**config.mk**
```make
export PLATFORM = sky130hd
export DESIGN_NAME = async_desc_engine
export DESIGN_NICKNAME = d
export VERILOG_FILES = /design/src/design/async_desc_pkg.sv /design/src/design/async_desc_engine.sv /design/src/design/nak_err_counters.sv
export SDC_FILE = /design/constraint.sdc
export NUM_CORES = 1
export LEC_CHECK = 0
export BUFFER_PORTS_ARGS = -buffer_cell sky130_fd_sc_hd__buf_4
export CAP_MARGIN = 20
export CELL_PAD_IN_SITES_DETAIL_PLACEMENT = 0
export CELL_PAD_IN_SITES_GLOBAL_PLACEMENT = 2
export CORE_MARGIN = 10
export CORE_UTILIZATION = 25
export DETAILED_ROUTE_END_ITERATION = 16
export PLACE_DENSITY_LB_ADDON = 0.1
export SYNTH_ARGS = -nofsm -noshare
export SYNTH_HDL_FRONTEND = slang
export SYNTH_SLANG_ARGS = --single-unit
```
**constraint.sdc**
```tcl
create_clock -name clock_i -period 3.2 [get_ports clock_i]
set_input_delay 0.32 -clock clock_i [delete_from_list [all_inputs] [get_ports clock_i]]
set_output_delay 0.32 -clock clock_i [all_outputs]
set_load 0.02 [all_outputs]
```
**src/design/async_desc_pkg.sv**
```systemverilog
// Constants shared by the asynchronous descriptor engine and its counters.
// Assumes a single 40 MHz core clock and a synchronous active-high reset.
package async_desc_pkg;
    // Field widths of the upper descriptor words
    localparam int ERR_W = 2;
    localparam int NAK_W = 4;
    localparam int BYTES_W = 15;
    localparam int OFFSET_W = 16;
    localparam int ADDR_W = 7;
    localparam int EP_HI_W = 3;
    localparam int PKT_LEN_W = 11;
    localparam int CPU_ADDR_W = 20;
    // Field positions inside the 64-bit descriptor words, for software images
    localparam int ERR_LSB = 55;
    localparam int NAK_LSB = 51;
    localparam int BYTES_DONE_LSB = 32;
    localparam int RELOAD_LSB = 25;
    localparam int OFFSET_LSB = 8;
    localparam int SPLIT_BIT = 46;
    localparam int KIND_LSB = 44;
    localparam int TOKEN_LSB = 42;
    localparam int ADDR_LSB = 35;
    localparam int EP_HI_LSB = 32;
    // Encodings
    localparam logic [1:0] KIND_CONTROL = 2'h0;
    localparam logic [1:0] KIND_BULK = 2'h2;
    localparam logic [1:0] TOKEN_OUT = 2'h0;
    localparam logic [1:0] TOKEN_IN = 2'h1;
    localparam logic [1:0] TOKEN_SETUP = 2'h2;
    localparam logic [1:0] TOKEN_PING = 2'h3;
    localparam logic [1:0] MULT_UNDEFINED = 2'h0;
    localparam logic [1:0] ERR_NONE_LEFT = 2'h0;
    localparam logic [1:0] ERR_ONE = 2'h1;
    localparam logic [3:0] NAK_RELOAD_OFF = 4'h0;
    localparam logic [3:0] NAK_LAST = 4'h1;
    localparam logic [3:0] NAK_ZERO = 4'h0;
    localparam logic [14:0] BYTES_ZERO = 15'h0000;
    // Processor view of the payload buffer: base and word shift
    localparam logic [19:0] PAYLOAD_CPU_BASE = 20'h0_0400;
    localparam int WORD_SHIFT = 3;
    // Descriptor execution states
    typedef enum logic [1:0] {
        ST_IDLE = 2'b00,
        ST_RUN = 2'b01,
        ST_HALT = 2'b10
    } desc_state_t;
endpackage : async_desc_pkg

```
**src/design/async_desc_engine.sv**
```systemverilog
// Execution state of one asynchronous (control or bulk) transfer descriptor.
// Assumes software presents the descriptor fields with a launch strobe and
// the bus engine reports each transaction outcome as a one-cycle pulse.
//
// Behaviour
// two-bit retry counter, decremented per failed attempt
// software keeps retry counter zero for isochronous
// NAK counter loaded at launch, then hardware-updated
// NAK count hits zero, reload nonzero: clear valid
// acknowledged transaction restores NAK count from reload
// reload zero disables NAK counting entirely
// software writes reload and NAK count equal
// record bytes moved; software may write it
// partial byte counts stored between multiplied packets
// payload offset is word address of CPU address
// software zeroes reserved descriptor bits
// split bit selects split or high-speed transaction
// transfer kind 00 control, 10 bulk
// token 00 OUT, 01 IN, 10 SETUP, 11 PING
// transaction targets seven-bit function address
// endpoint upper three bits join lowest bit
// clear valid on completion or fatal error
// PID error sets error, clears active, valid
// multiplier bounds packets per execution; 00 undefined
// bytes done equal requested: clear active, valid
`timescale 1ns/100ps
module async_desc_engine #(
    parameter int BYTES_W = async_desc_pkg::BYTES_W
) (
    input wire logic clock_i,
    input wire logic sys_rst_i,
    input wire logic launch_i,
    input wire logic [1:0] err_count_init_i,
    input wire logic [3:0] nak_retry_count_init_i,
    input wire logic [3:0] nak_reload_value_i,
    input wire logic [BYTES_W-1:0] bytes_requested_count_i,
    input wire logic [15:0] payload_buffer_offset_i,
    input wire logic split_sel_i,
    input wire logic [1:0] transfer_kind_i,
    input wire logic [1:0] token_code_i,
    input wire logic [6:0] target_function_addr_i,
    input wire logic [2:0] endpoint_hi_i,
    input wire logic endpoint_lo_i,
    input wire logic [1:0] mult_i,
    input wire logic bytes_wr_i,
    input wire logic [BYTES_W-1:0] bytes_wr_data_i,
    input wire logic ping_enter_i,
    input wire logic xact_ack_i,
    input wire logic [10:0] xact_bytes_i,
    input wire logic xact_nak_i,
    input wire logic xact_fail_i,
    input wire logic pid_err_i,
    output logic valid_o,
    output logic active_o,
    output logic xact_err_o,
    output logic launch_refused_o,
    output logic done_o,
    output logic exec_end_o,
    output logic [1:0] err_count_o,
    output logic [3:0] nak_retry_count_o,
    output logic [BYTES_W-1:0] bytes_done_count_o,
    output logic split_o,
    output logic [1:0] transfer_kind_o,
    output logic [1:0] token_code_o,
    output logic [6:0] target_function_addr_o,
    output logic [3:0] target_endpoint_number_o,
    output logic [15:0] payload_buffer_offset_o,
    output logic [19:0] payload_cpu_addr_o
);
    // Refuse widths that the byte adder or the progress field cannot serve
    if (BYTES_W < async_desc_pkg::PKT_LEN_W || BYTES_W > async_desc_pkg::BYTES_W)
    begin : g_bad_width
        $error("BYTES_W must lie between packet length width and 15");
    end

    async_desc_pkg::desc_state_t state_q, state_d;
    logic [3:0] reload_q, reload_d;
    logic [BYTES_W-1:0] req_q, req_d;
    logic [1:0] mult_q, mult_d;
    logic [1:0] pkt_q, pkt_d;
    logic [BYTES_W-1:0] bytes_d;
    logic valid_d, active_d, xerr_d, refused_d, done_d, exec_end_d;
    logic split_d;
    logic [1:0] kind_d, token_d;
    logic [6:0] faddr_d;
    logic [3:0] ep_d;
    logic [15:0] offset_d;
    logic [19:0] cpu_addr_d;
    logic launch_ok, running, ack_g, nak_g, fail_g, pid_g;
    logic nak_expired, retry_exhausted;
    logic [BYTES_W:0] bytes_sum;

    // Only well-formed descriptors start; PING is never accepted from software
    assign launch_ok = launch_i && mult_i != async_desc_pkg::MULT_UNDEFINED
        && (transfer_kind_i == async_desc_pkg::KIND_CONTROL
        || transfer_kind_i == async_desc_pkg::KIND_BULK)
        && token_code_i != async_desc_pkg::TOKEN_PING;
    assign running = state_q == async_desc_pkg::ST_RUN && valid_o;
    // Outcomes outside a running descriptor are dropped; ack beats NAK beats fail, but a PID error is not gated against them
    assign ack_g = running && xact_ack_i;
    assign nak_g = running && !xact_ack_i && xact_nak_i;
    assign fail_g = running && !xact_ack_i && !xact_nak_i && xact_fail_i;
    assign pid_g = running && pid_err_i;
    assign bytes_sum = {1'b0, bytes_done_count_o}
        + {{(BYTES_W + 1 - async_desc_pkg::PKT_LEN_W){1'b0}}, xact_bytes_i};

    nak_err_counters u_counters (
        .clock_i(clock_i),
        .sys_rst_i(sys_rst_i),
        .load_i(launch_ok),
        .err_init_i(err_count_init_i),
        .nak_init_i(nak_retry_count_init_i),
        .nak_reload_value_i(reload_q),
        .ack_i(ack_g),
        .nak_i(nak_g),
        .fail_i(fail_g && !pid_g),
        .err_count_o(err_count_o),
        .nak_retry_count_o(nak_retry_count_o),
        .nak_expired_o(nak_expired),
        .retry_exhausted_o(retry_exhausted)
    );

    // Descriptor fields: latched at launch, token may turn into PING
    always_comb
    begin
        reload_d = reload_q;
        req_d = req_q;
        mult_d = mult_q;
        split_d = split_o;
        kind_d = transfer_kind_o;
        token_d = token_code_o;
        faddr_d = target_function_addr_o;
        ep_d = target_endpoint_number_o;
        offset_d = payload_buffer_offset_o;
        cpu_addr_d = payload_cpu_addr_o;
        if (launch_ok)
        begin
            reload_d = nak_reload_value_i;
            req_d = bytes_requested_count_i;
            mult_d = mult_i;
            split_d = split_sel_i;
            kind_d = transfer_kind_i;
            token_d = token_code_i;
            faddr_d = target_function_addr_i;
            ep_d = {endpoint_hi_i, endpoint_lo_i};
            offset_d = payload_buffer_offset_i;
            // Processor address = base + word offset * 8
            cpu_addr_d = async_desc_pkg::PAYLOAD_CPU_BASE
                + {payload_buffer_offset_i, {async_desc_pkg::WORD_SHIFT{1'b0}}};
        end
        else if (running && ping_enter_i && token_code_o == async_desc_pkg::TOKEN_OUT)
        begin
            token_d = async_desc_pkg::TOKEN_PING;
        end
    end

    // Field registers
    always_ff @(posedge clock_i)
    begin
        if (sys_rst_i)
        begin
            reload_q <= 4'h0;
            req_q <= '0;
            mult_q <= 2'h0;
            split_o <= 1'b0;
            transfer_kind_o <= 2'h0;
            token_code_o <= 2'h0;
            target_function_addr_o <= 7'h00;
            target_endpoint_number_o <= 4'h0;
            payload_buffer_offset_o <= 16'h0000;
            payload_cpu_addr_o <= 20'h0_0000;
        end
        else
        begin
            reload_q <= reload_d;
            req_q <= req_d;
            mult_q <= mult_d;
            split_o <= split_d;
            transfer_kind_o <= kind_d;
            token_code_o <= token_d;
            target_function_addr_o <= faddr_d;
            target_endpoint_number_o <= ep_d;
            payload_buffer_offset_o <= offset_d;
            payload_cpu_addr_o <= cpu_addr_d;
        end
    end

    // Execution state, flags and byte progress. Terminations from the
    // counters arrive one cycle after the outcome, so they are checked first.
    always_comb
    begin
        state_d = state_q;
        valid_d = valid_o;
        active_d = active_o;
        xerr_d = xact_err_o;
        refused_d = 1'b0;
        done_d = 1'b0;
        exec_end_d = 1'b0;
        pkt_d = pkt_q;
        bytes_d = bytes_done_count_o;
        if (bytes_wr_i)
        begin
            bytes_d = bytes_wr_data_i;
        end
        refused_d = launch_i && !launch_ok;
        // A refused launch must not swallow outcomes or terminations of a running one
        if (launch_ok)
        begin
            state_d = async_desc_pkg::ST_RUN;
            valid_d = 1'b1;
            active_d = 1'b1;
            xerr_d = 1'b0;
            pkt_d = 2'h0;
        end
        else if (state_q == async_desc_pkg::ST_RUN)
        begin
            if (nak_expired || retry_exhausted)
            begin
                // NAK exhaustion and a spent retry budget both end the descriptor
                state_d = async_desc_pkg::ST_HALT;
                valid_d = 1'b0;
                active_d = 1'b0;
            end
            else if (pid_g)
            begin
                state_d = async_desc_pkg::ST_HALT;
                xerr_d = 1'b1;
                valid_d = 1'b0;
                active_d = 1'b0;
            end
            else if (ack_g)
            begin
                // Intermediate totals are kept between packets of one execution
                bytes_d = bytes_sum[BYTES_W-1:0];
                if (bytes_sum >= {1'b0, req_q})
                begin
                    state_d = async_desc_pkg::ST_IDLE;
                    valid_d = 1'b0;
                    active_d = 1'b0;
                    done_d = 1'b1;
                end
                else if (pkt_q + 2'h1 == mult_q)
                begin
                    pkt_d = 2'h0;
                    exec_end_d = 1'b1;
                end
                else
                begin
                    pkt_d = pkt_q + 2'h1;
                end
            end
        end
    end

    // State and flag registers
    always_ff @(posedge clock_i)
    begin
        if (sys_rst_i)
        begin
            state_q <= async_desc_pkg::ST_IDLE;
            valid_o <= 1'b0;
            active_o <= 1'b0;
            xact_err_o <= 1'b0;
            launch_refused_o <= 1'b0;
            done_o <= 1'b0;
            exec_end_o <= 1'b0;
            pkt_q <= 2'h0;
            bytes_done_count_o <= '0;
        end
        else
        begin
            state_q <= state_d;
            valid_o <= valid_d;
            active_o <= active_d;
            xact_err_o <= xerr_d;
            launch_refused_o <= refused_d;
            done_o <= done_d;
            exec_end_o <= exec_end_d;
            pkt_q <= pkt_d;
            bytes_done_count_o <= bytes_d;
        end
    end
endmodule : async_desc_engine

```
**src/design/nak_err_counters.sv**
```systemverilog
// Retry-error and NAK counters of one asynchronous descriptor.
// Assumes the parent gates events so that at most one arrives per cycle.
`timescale 1ns/100ps
module nak_err_counters (
    input wire logic clock_i,
    input wire logic sys_rst_i,
    input wire logic load_i,
    input wire logic [1:0] err_init_i,
    input wire logic [3:0] nak_init_i,
    input wire logic [3:0] nak_reload_value_i,
    input wire logic ack_i,
    input wire logic nak_i,
    input wire logic fail_i,
    output logic [1:0] err_count_o,
    output logic [3:0] nak_retry_count_o,
    output logic nak_expired_o,
    output logic retry_exhausted_o
);
    logic [1:0] err_d;
    logic [3:0] nak_d;
    logic expired_d;
    logic exhausted_d;

    // Next counter values; launch load beats any event in the same cycle
    always_comb
    begin
        err_d = err_count_o;
        nak_d = nak_retry_count_o;
        expired_d = 1'b0;
        exhausted_d = 1'b0;
        if (load_i)
        begin
            err_d = err_init_i;
            nak_d = nak_init_i;
        end
        else if (ack_i)
        begin
            nak_d = nak_reload_value_i;
        end
        else if (nak_i && nak_reload_value_i != async_desc_pkg::NAK_RELOAD_OFF)
        begin
            // A counter already at zero still expires rather than wrapping
            if (nak_retry_count_o <= async_desc_pkg::NAK_LAST)
            begin
                nak_d = async_desc_pkg::NAK_ZERO;
                expired_d = 1'b1;
            end
            else
            begin
                nak_d = nak_retry_count_o - async_desc_pkg::NAK_LAST;
            end
        end
        else if (fail_i)
        begin
            if (err_count_o == async_desc_pkg::ERR_NONE_LEFT)
            begin
                exhausted_d = 1'b1;
            end
            else
            begin
                err_d = err_count_o - async_desc_pkg::ERR_ONE;
            end
        end
    end

    // Counter registers
    always_ff @(posedge clock_i)
    begin
        if (sys_rst_i)
        begin
            err_count_o <= 2'h0;
            nak_retry_count_o <= 4'h0;
            nak_expired_o <= 1'b0;
            retry_exhausted_o <= 1'b0;
        end
        else
        begin
            err_count_o <= err_d;
            nak_retry_count_o <= nak_d;
            nak_expired_o <= expired_d;
            retry_exhausted_o <= exhausted_d;
        end
    end
endmodule : nak_err_counters

```
==> impl_metrics.csv <==
group,metric,value,unit
run_status,status,"finished, violations left",
run_status,violations,"setup timing",
final_layout,area_delta_synth_final,43.9,%
power_and_ir_drop,power_switching,0.921,mW
drt,drt_wl_total,16.8,mm
die,dieArea,0.0255,mm^2
cts,cts_buffer_depth,2,
timing,whs,215,ps
cts,cts_buffers,9,
timing,rsz0062_at_grt,"yes",
power_and_ir_drop,powerDensity,432,mW/mm^2
flow_run,cap_violations,0,
synthesis,yosysTopAreaCell,"dfxtp_1",
placed_design,hpwl,13.0,mm
drt,wl_per_cell,15.7,um
cts,cts_root_buf,"clkbuf_16",
synthesis,synth-warning-count,0,
placed_design,post-place-ws,-334,ps
cts,path_clk_slew,70,ps
global_route,antenna_found_initial,0,
timing,maxSlewHeadroom,57.4,%
timing,max_clock_freq,293,MHz
global_route,grt_pass1_vias,5173,
placed_design,place.gp.congestion,0.792,
timing,layout_min_cycle_time,3410,ps
cts,clk_latency,350,ps
global_route,gr-total-overflow,0,
synthesis,ys_seq_area_share,38.5,%
synthesis,avgSynthCellArea,8.06,um^2
critical_path,path_max_fanout,3,
final_layout,layout.cells.non_filler,1067,
synthesis,synth_edf_count,0,
cts,cts.sinks,94,
final_layout,final_nets,922,
drt,drc_errors,0,
synthesis,syn-cell-area,0.00488,mm^2
timing,slew_viol_final,0,
power_and_ir_drop,ir_drop,0.230,mV
final_layout,utilization,36.3,%
synthesis,syn_inst,606,
timing,tns,-597,ps
global_route,groute.usage.overall,12.9,%
min_path,worstHoldPathType,"input pin to flop",
critical_path,cp-start-kind,"flop",
synthesis,ys_types,58,
drt,vias,4810,
placed_design,placed_cell_area,0.00662,mm^2
critical_path,worst-setup-path-type,"flop to flop",
die,core,0.0193,mm^2
cts,holdBufCountCts,0,
synthesis,synth_ff_type,"dfxtp_1",
die,fp-row-count,51,
power_and_ir_drop,comb_power_share,24.8,%
critical_path,cp-end-kind,"flop",
critical_path,cp.required,3470,ps
power_and_ir_drop,power,3.03,mW
die,start_util,25.3,%
final_layout,n_antenna_cell,0,
power_and_ir_drop,p_seq_share,41.7,%
timing,post-route-period-util,107,%
timing,setup_viol,5,
power_and_ir_drop,p_leak,2.98,nW
critical_path,crit_arrival,3690,ps
drt,drtAntennaViolNets,0,
synthesis,synth_top_area_share,38.5,%
drt,via_per_inst,4.51,
placed_design,dp.cells,1042,
final_layout,final_cell_area,0.00702,mm^2
drt,drt_iter0_drc,142,
die,die_w,160,um
cts,htreeDepth,3,
timing,hold_viol_final,0,
power_and_ir_drop,internal-power,2.11,mW
die,die_h,160,um
placed_design,io_buffers,169,
final_layout,drive_above_1_share,32.2,%
die,ios,173,
power_and_ir_drop,power_frac_clock,33.5,%
timing,skew,10.6,ps
global_route,grt_start_max_net_pins,56,
drt,dr.pass1.iters,4,
synthesis,synth_area_leaders,"dfxtp_1 (39%), nand2_1 (9.5%), ha_1 (7.7%)",
cts,cts_tree,"yes",
power_and_ir_drop,swShare,30.4,%
synthesis,async_reset_ff_share,0,%
timing,fin_ws,-214,ps
synthesis,ys_ff_latch,94,
timing,worst_slew_pin_slew,639,ps
global_route,grt_pass1_wl,27.0,mm
-- sequential cells by signal, summed over array words and instances (netlist names) --
| name | flops |
|---|---|
| active_o | 1 |
| bytes_done_count_o | 15 |
| done_o | 1 |
| exec_end_o | 1 |
| launch_refused_o | 1 |
| mult_q | 2 |
| payload_buffer_offset_o | 16 |
| payload_cpu_addr_o | 10 |
| pkt_q | 2 |
| reload_q | 4 |
| req_q | 15 |
| split_o | 1 |
| state_q | 1 |
| target_endpoint_number_o | 4 |
| target_function_addr_o | 7 |
| token_code_o | 2 |
| transfer_kind_o | 2 |
| u_counters.err_count_o | 2 |
| u_counters.nak_expired_o | 1 |
| u_counters.nak_retry_count_o | 4 |
| u_counters.retry_exhausted_o | 1 |
| xact_err_o | 1 |
-- cell type report --
type                            count  area, um^2
Fill cell                        2115       12300
Sequential cell                    94        1890
Clock buffer                       12         236
Multi-Input combinational cell    444        2780
Clock inverter                      4        31.3
Tap cell                          265         332
Inverter                           30         113
Timing Repair Buffer              218        1640
-- synth_stat cells (2+ instances only) --
library cell,n
a211oi_1,22
a211oi_2,3
a21o_1,4
a21oi_1,74
a21oi_2,2
a311oi_1,2
a31oi_1,3
and2_1,2
and3_1,5
buf_1,4
buf_2,5
buf_4,11
clkbuf_1,20
dfxtp_1,94
ha_1,30
inv_1,30
mux2i_1,13
nand2_1,124
nand3_1,13
nand4_1,7
nor2_1,44
nor2b_1,3
nor3_1,11
nor4_1,2
o2111ai_4,2
o211ai_1,3
o21a_1,3
o21ai_0,13
o21ai_1,2
o21bai_1,2
o22ai_1,3
or3_1,4
or4_1,2
xnor2_1,15
xor2_1,6
-- power groups by stage --
stage                     clock network [mW]  registers [mW]  logic, mW
after floorplan                            0            1.33      0.370
after detailed placement                   0            1.29      0.746
after CTS                               1.06            1.26      0.756
after global routing                    1.11            1.27      0.837
after global placement                     0            1.29      0.744
final                                   1.01            1.26      0.753
-- layer usage --
metal | vias up | part of all wire [%] | track usage [%]
met5 | - | 0 | 0
met2 | 107 | 49 | 22.5
met4 | 0 | 1.1 | 4.00
met1 | 2227 | 40 | 13.9
li1 | 2465 | - | -
met3 | 11 | 9.1 | 5.35
-- cell usage in the layout (no fill, tap or decap), types with 4 or more instances in the layout --
cell	count
nand2_1	123
dfxtp_1	93
xor2_1	6
ha_1	28
a21oi_1	74
inv_1	30
xnor2_1	15
nor3_1	8
a211oi_1	22
nor2_1	44
nand4_1	7
clkbuf_16	9
buf_4	216
o21ai_1	4
o21ai_0	11
mux2i_1	13
a21o_1	4
nand3_1	13
and3_1	5
-- timing repair --
action | in CTS | in global routing
setup endpoints to repair | 5 | 5
gates resized for setup | 4 | 9
pin swaps | 1 | 3
buffers inserted | 5 | 4
hold endpoints to repair | 0 | 0
-- path summary, 6_finish.rpt --
path	start	to	slack [ps]	depth (start not counted)
hold reg to reg	payload_buffer_offset_o[8]	payload_buffer_offset_o[8]	460	2
setup reg to reg	bytes_done_count_o[0]	pkt_q[0]	-210	14
hold / removal	bytes_requested_count_i[2]	req_q[2]	210	3
setup / recovery	bytes_done_count_o[0]	pkt_q[0]	-210	14
-- kinds of logic (layout without fill, tap and decap cells) --
family / after synthesis / after routing / synth area share, %
XOR/XNOR: 21 / 21 / 3.77
other: 1 / 3 / 0.0768
buffers and inverters: 70 / 264 / 6.36
flip-flops: 94 / 94 / 38.5
AND/OR/NAND/NOR: 224 / 224 / 20.0
adder cells (fa/ha/maj): 31 / 31 / 8.10
multiplexers: 13 / 13 / 2.67
AO/OA/AOI/OAI: 152 / 152 / 20.5
-- critical path, stage by stage (launching register included) --
cell and delay (ps):
dfxtp_4 350, ha_4 160, fa_2 340, a21o_1 200, a211oi_4 310, o31ai_4 130, a221oi_2 320, xnor2_1 150
ha_1 250, nor3_2 160, o21ai_1 100, nand3_1 140, o2111ai_4 120, or4_1 480, a21oi_1 120
Power figures use the tool's default switching activity.
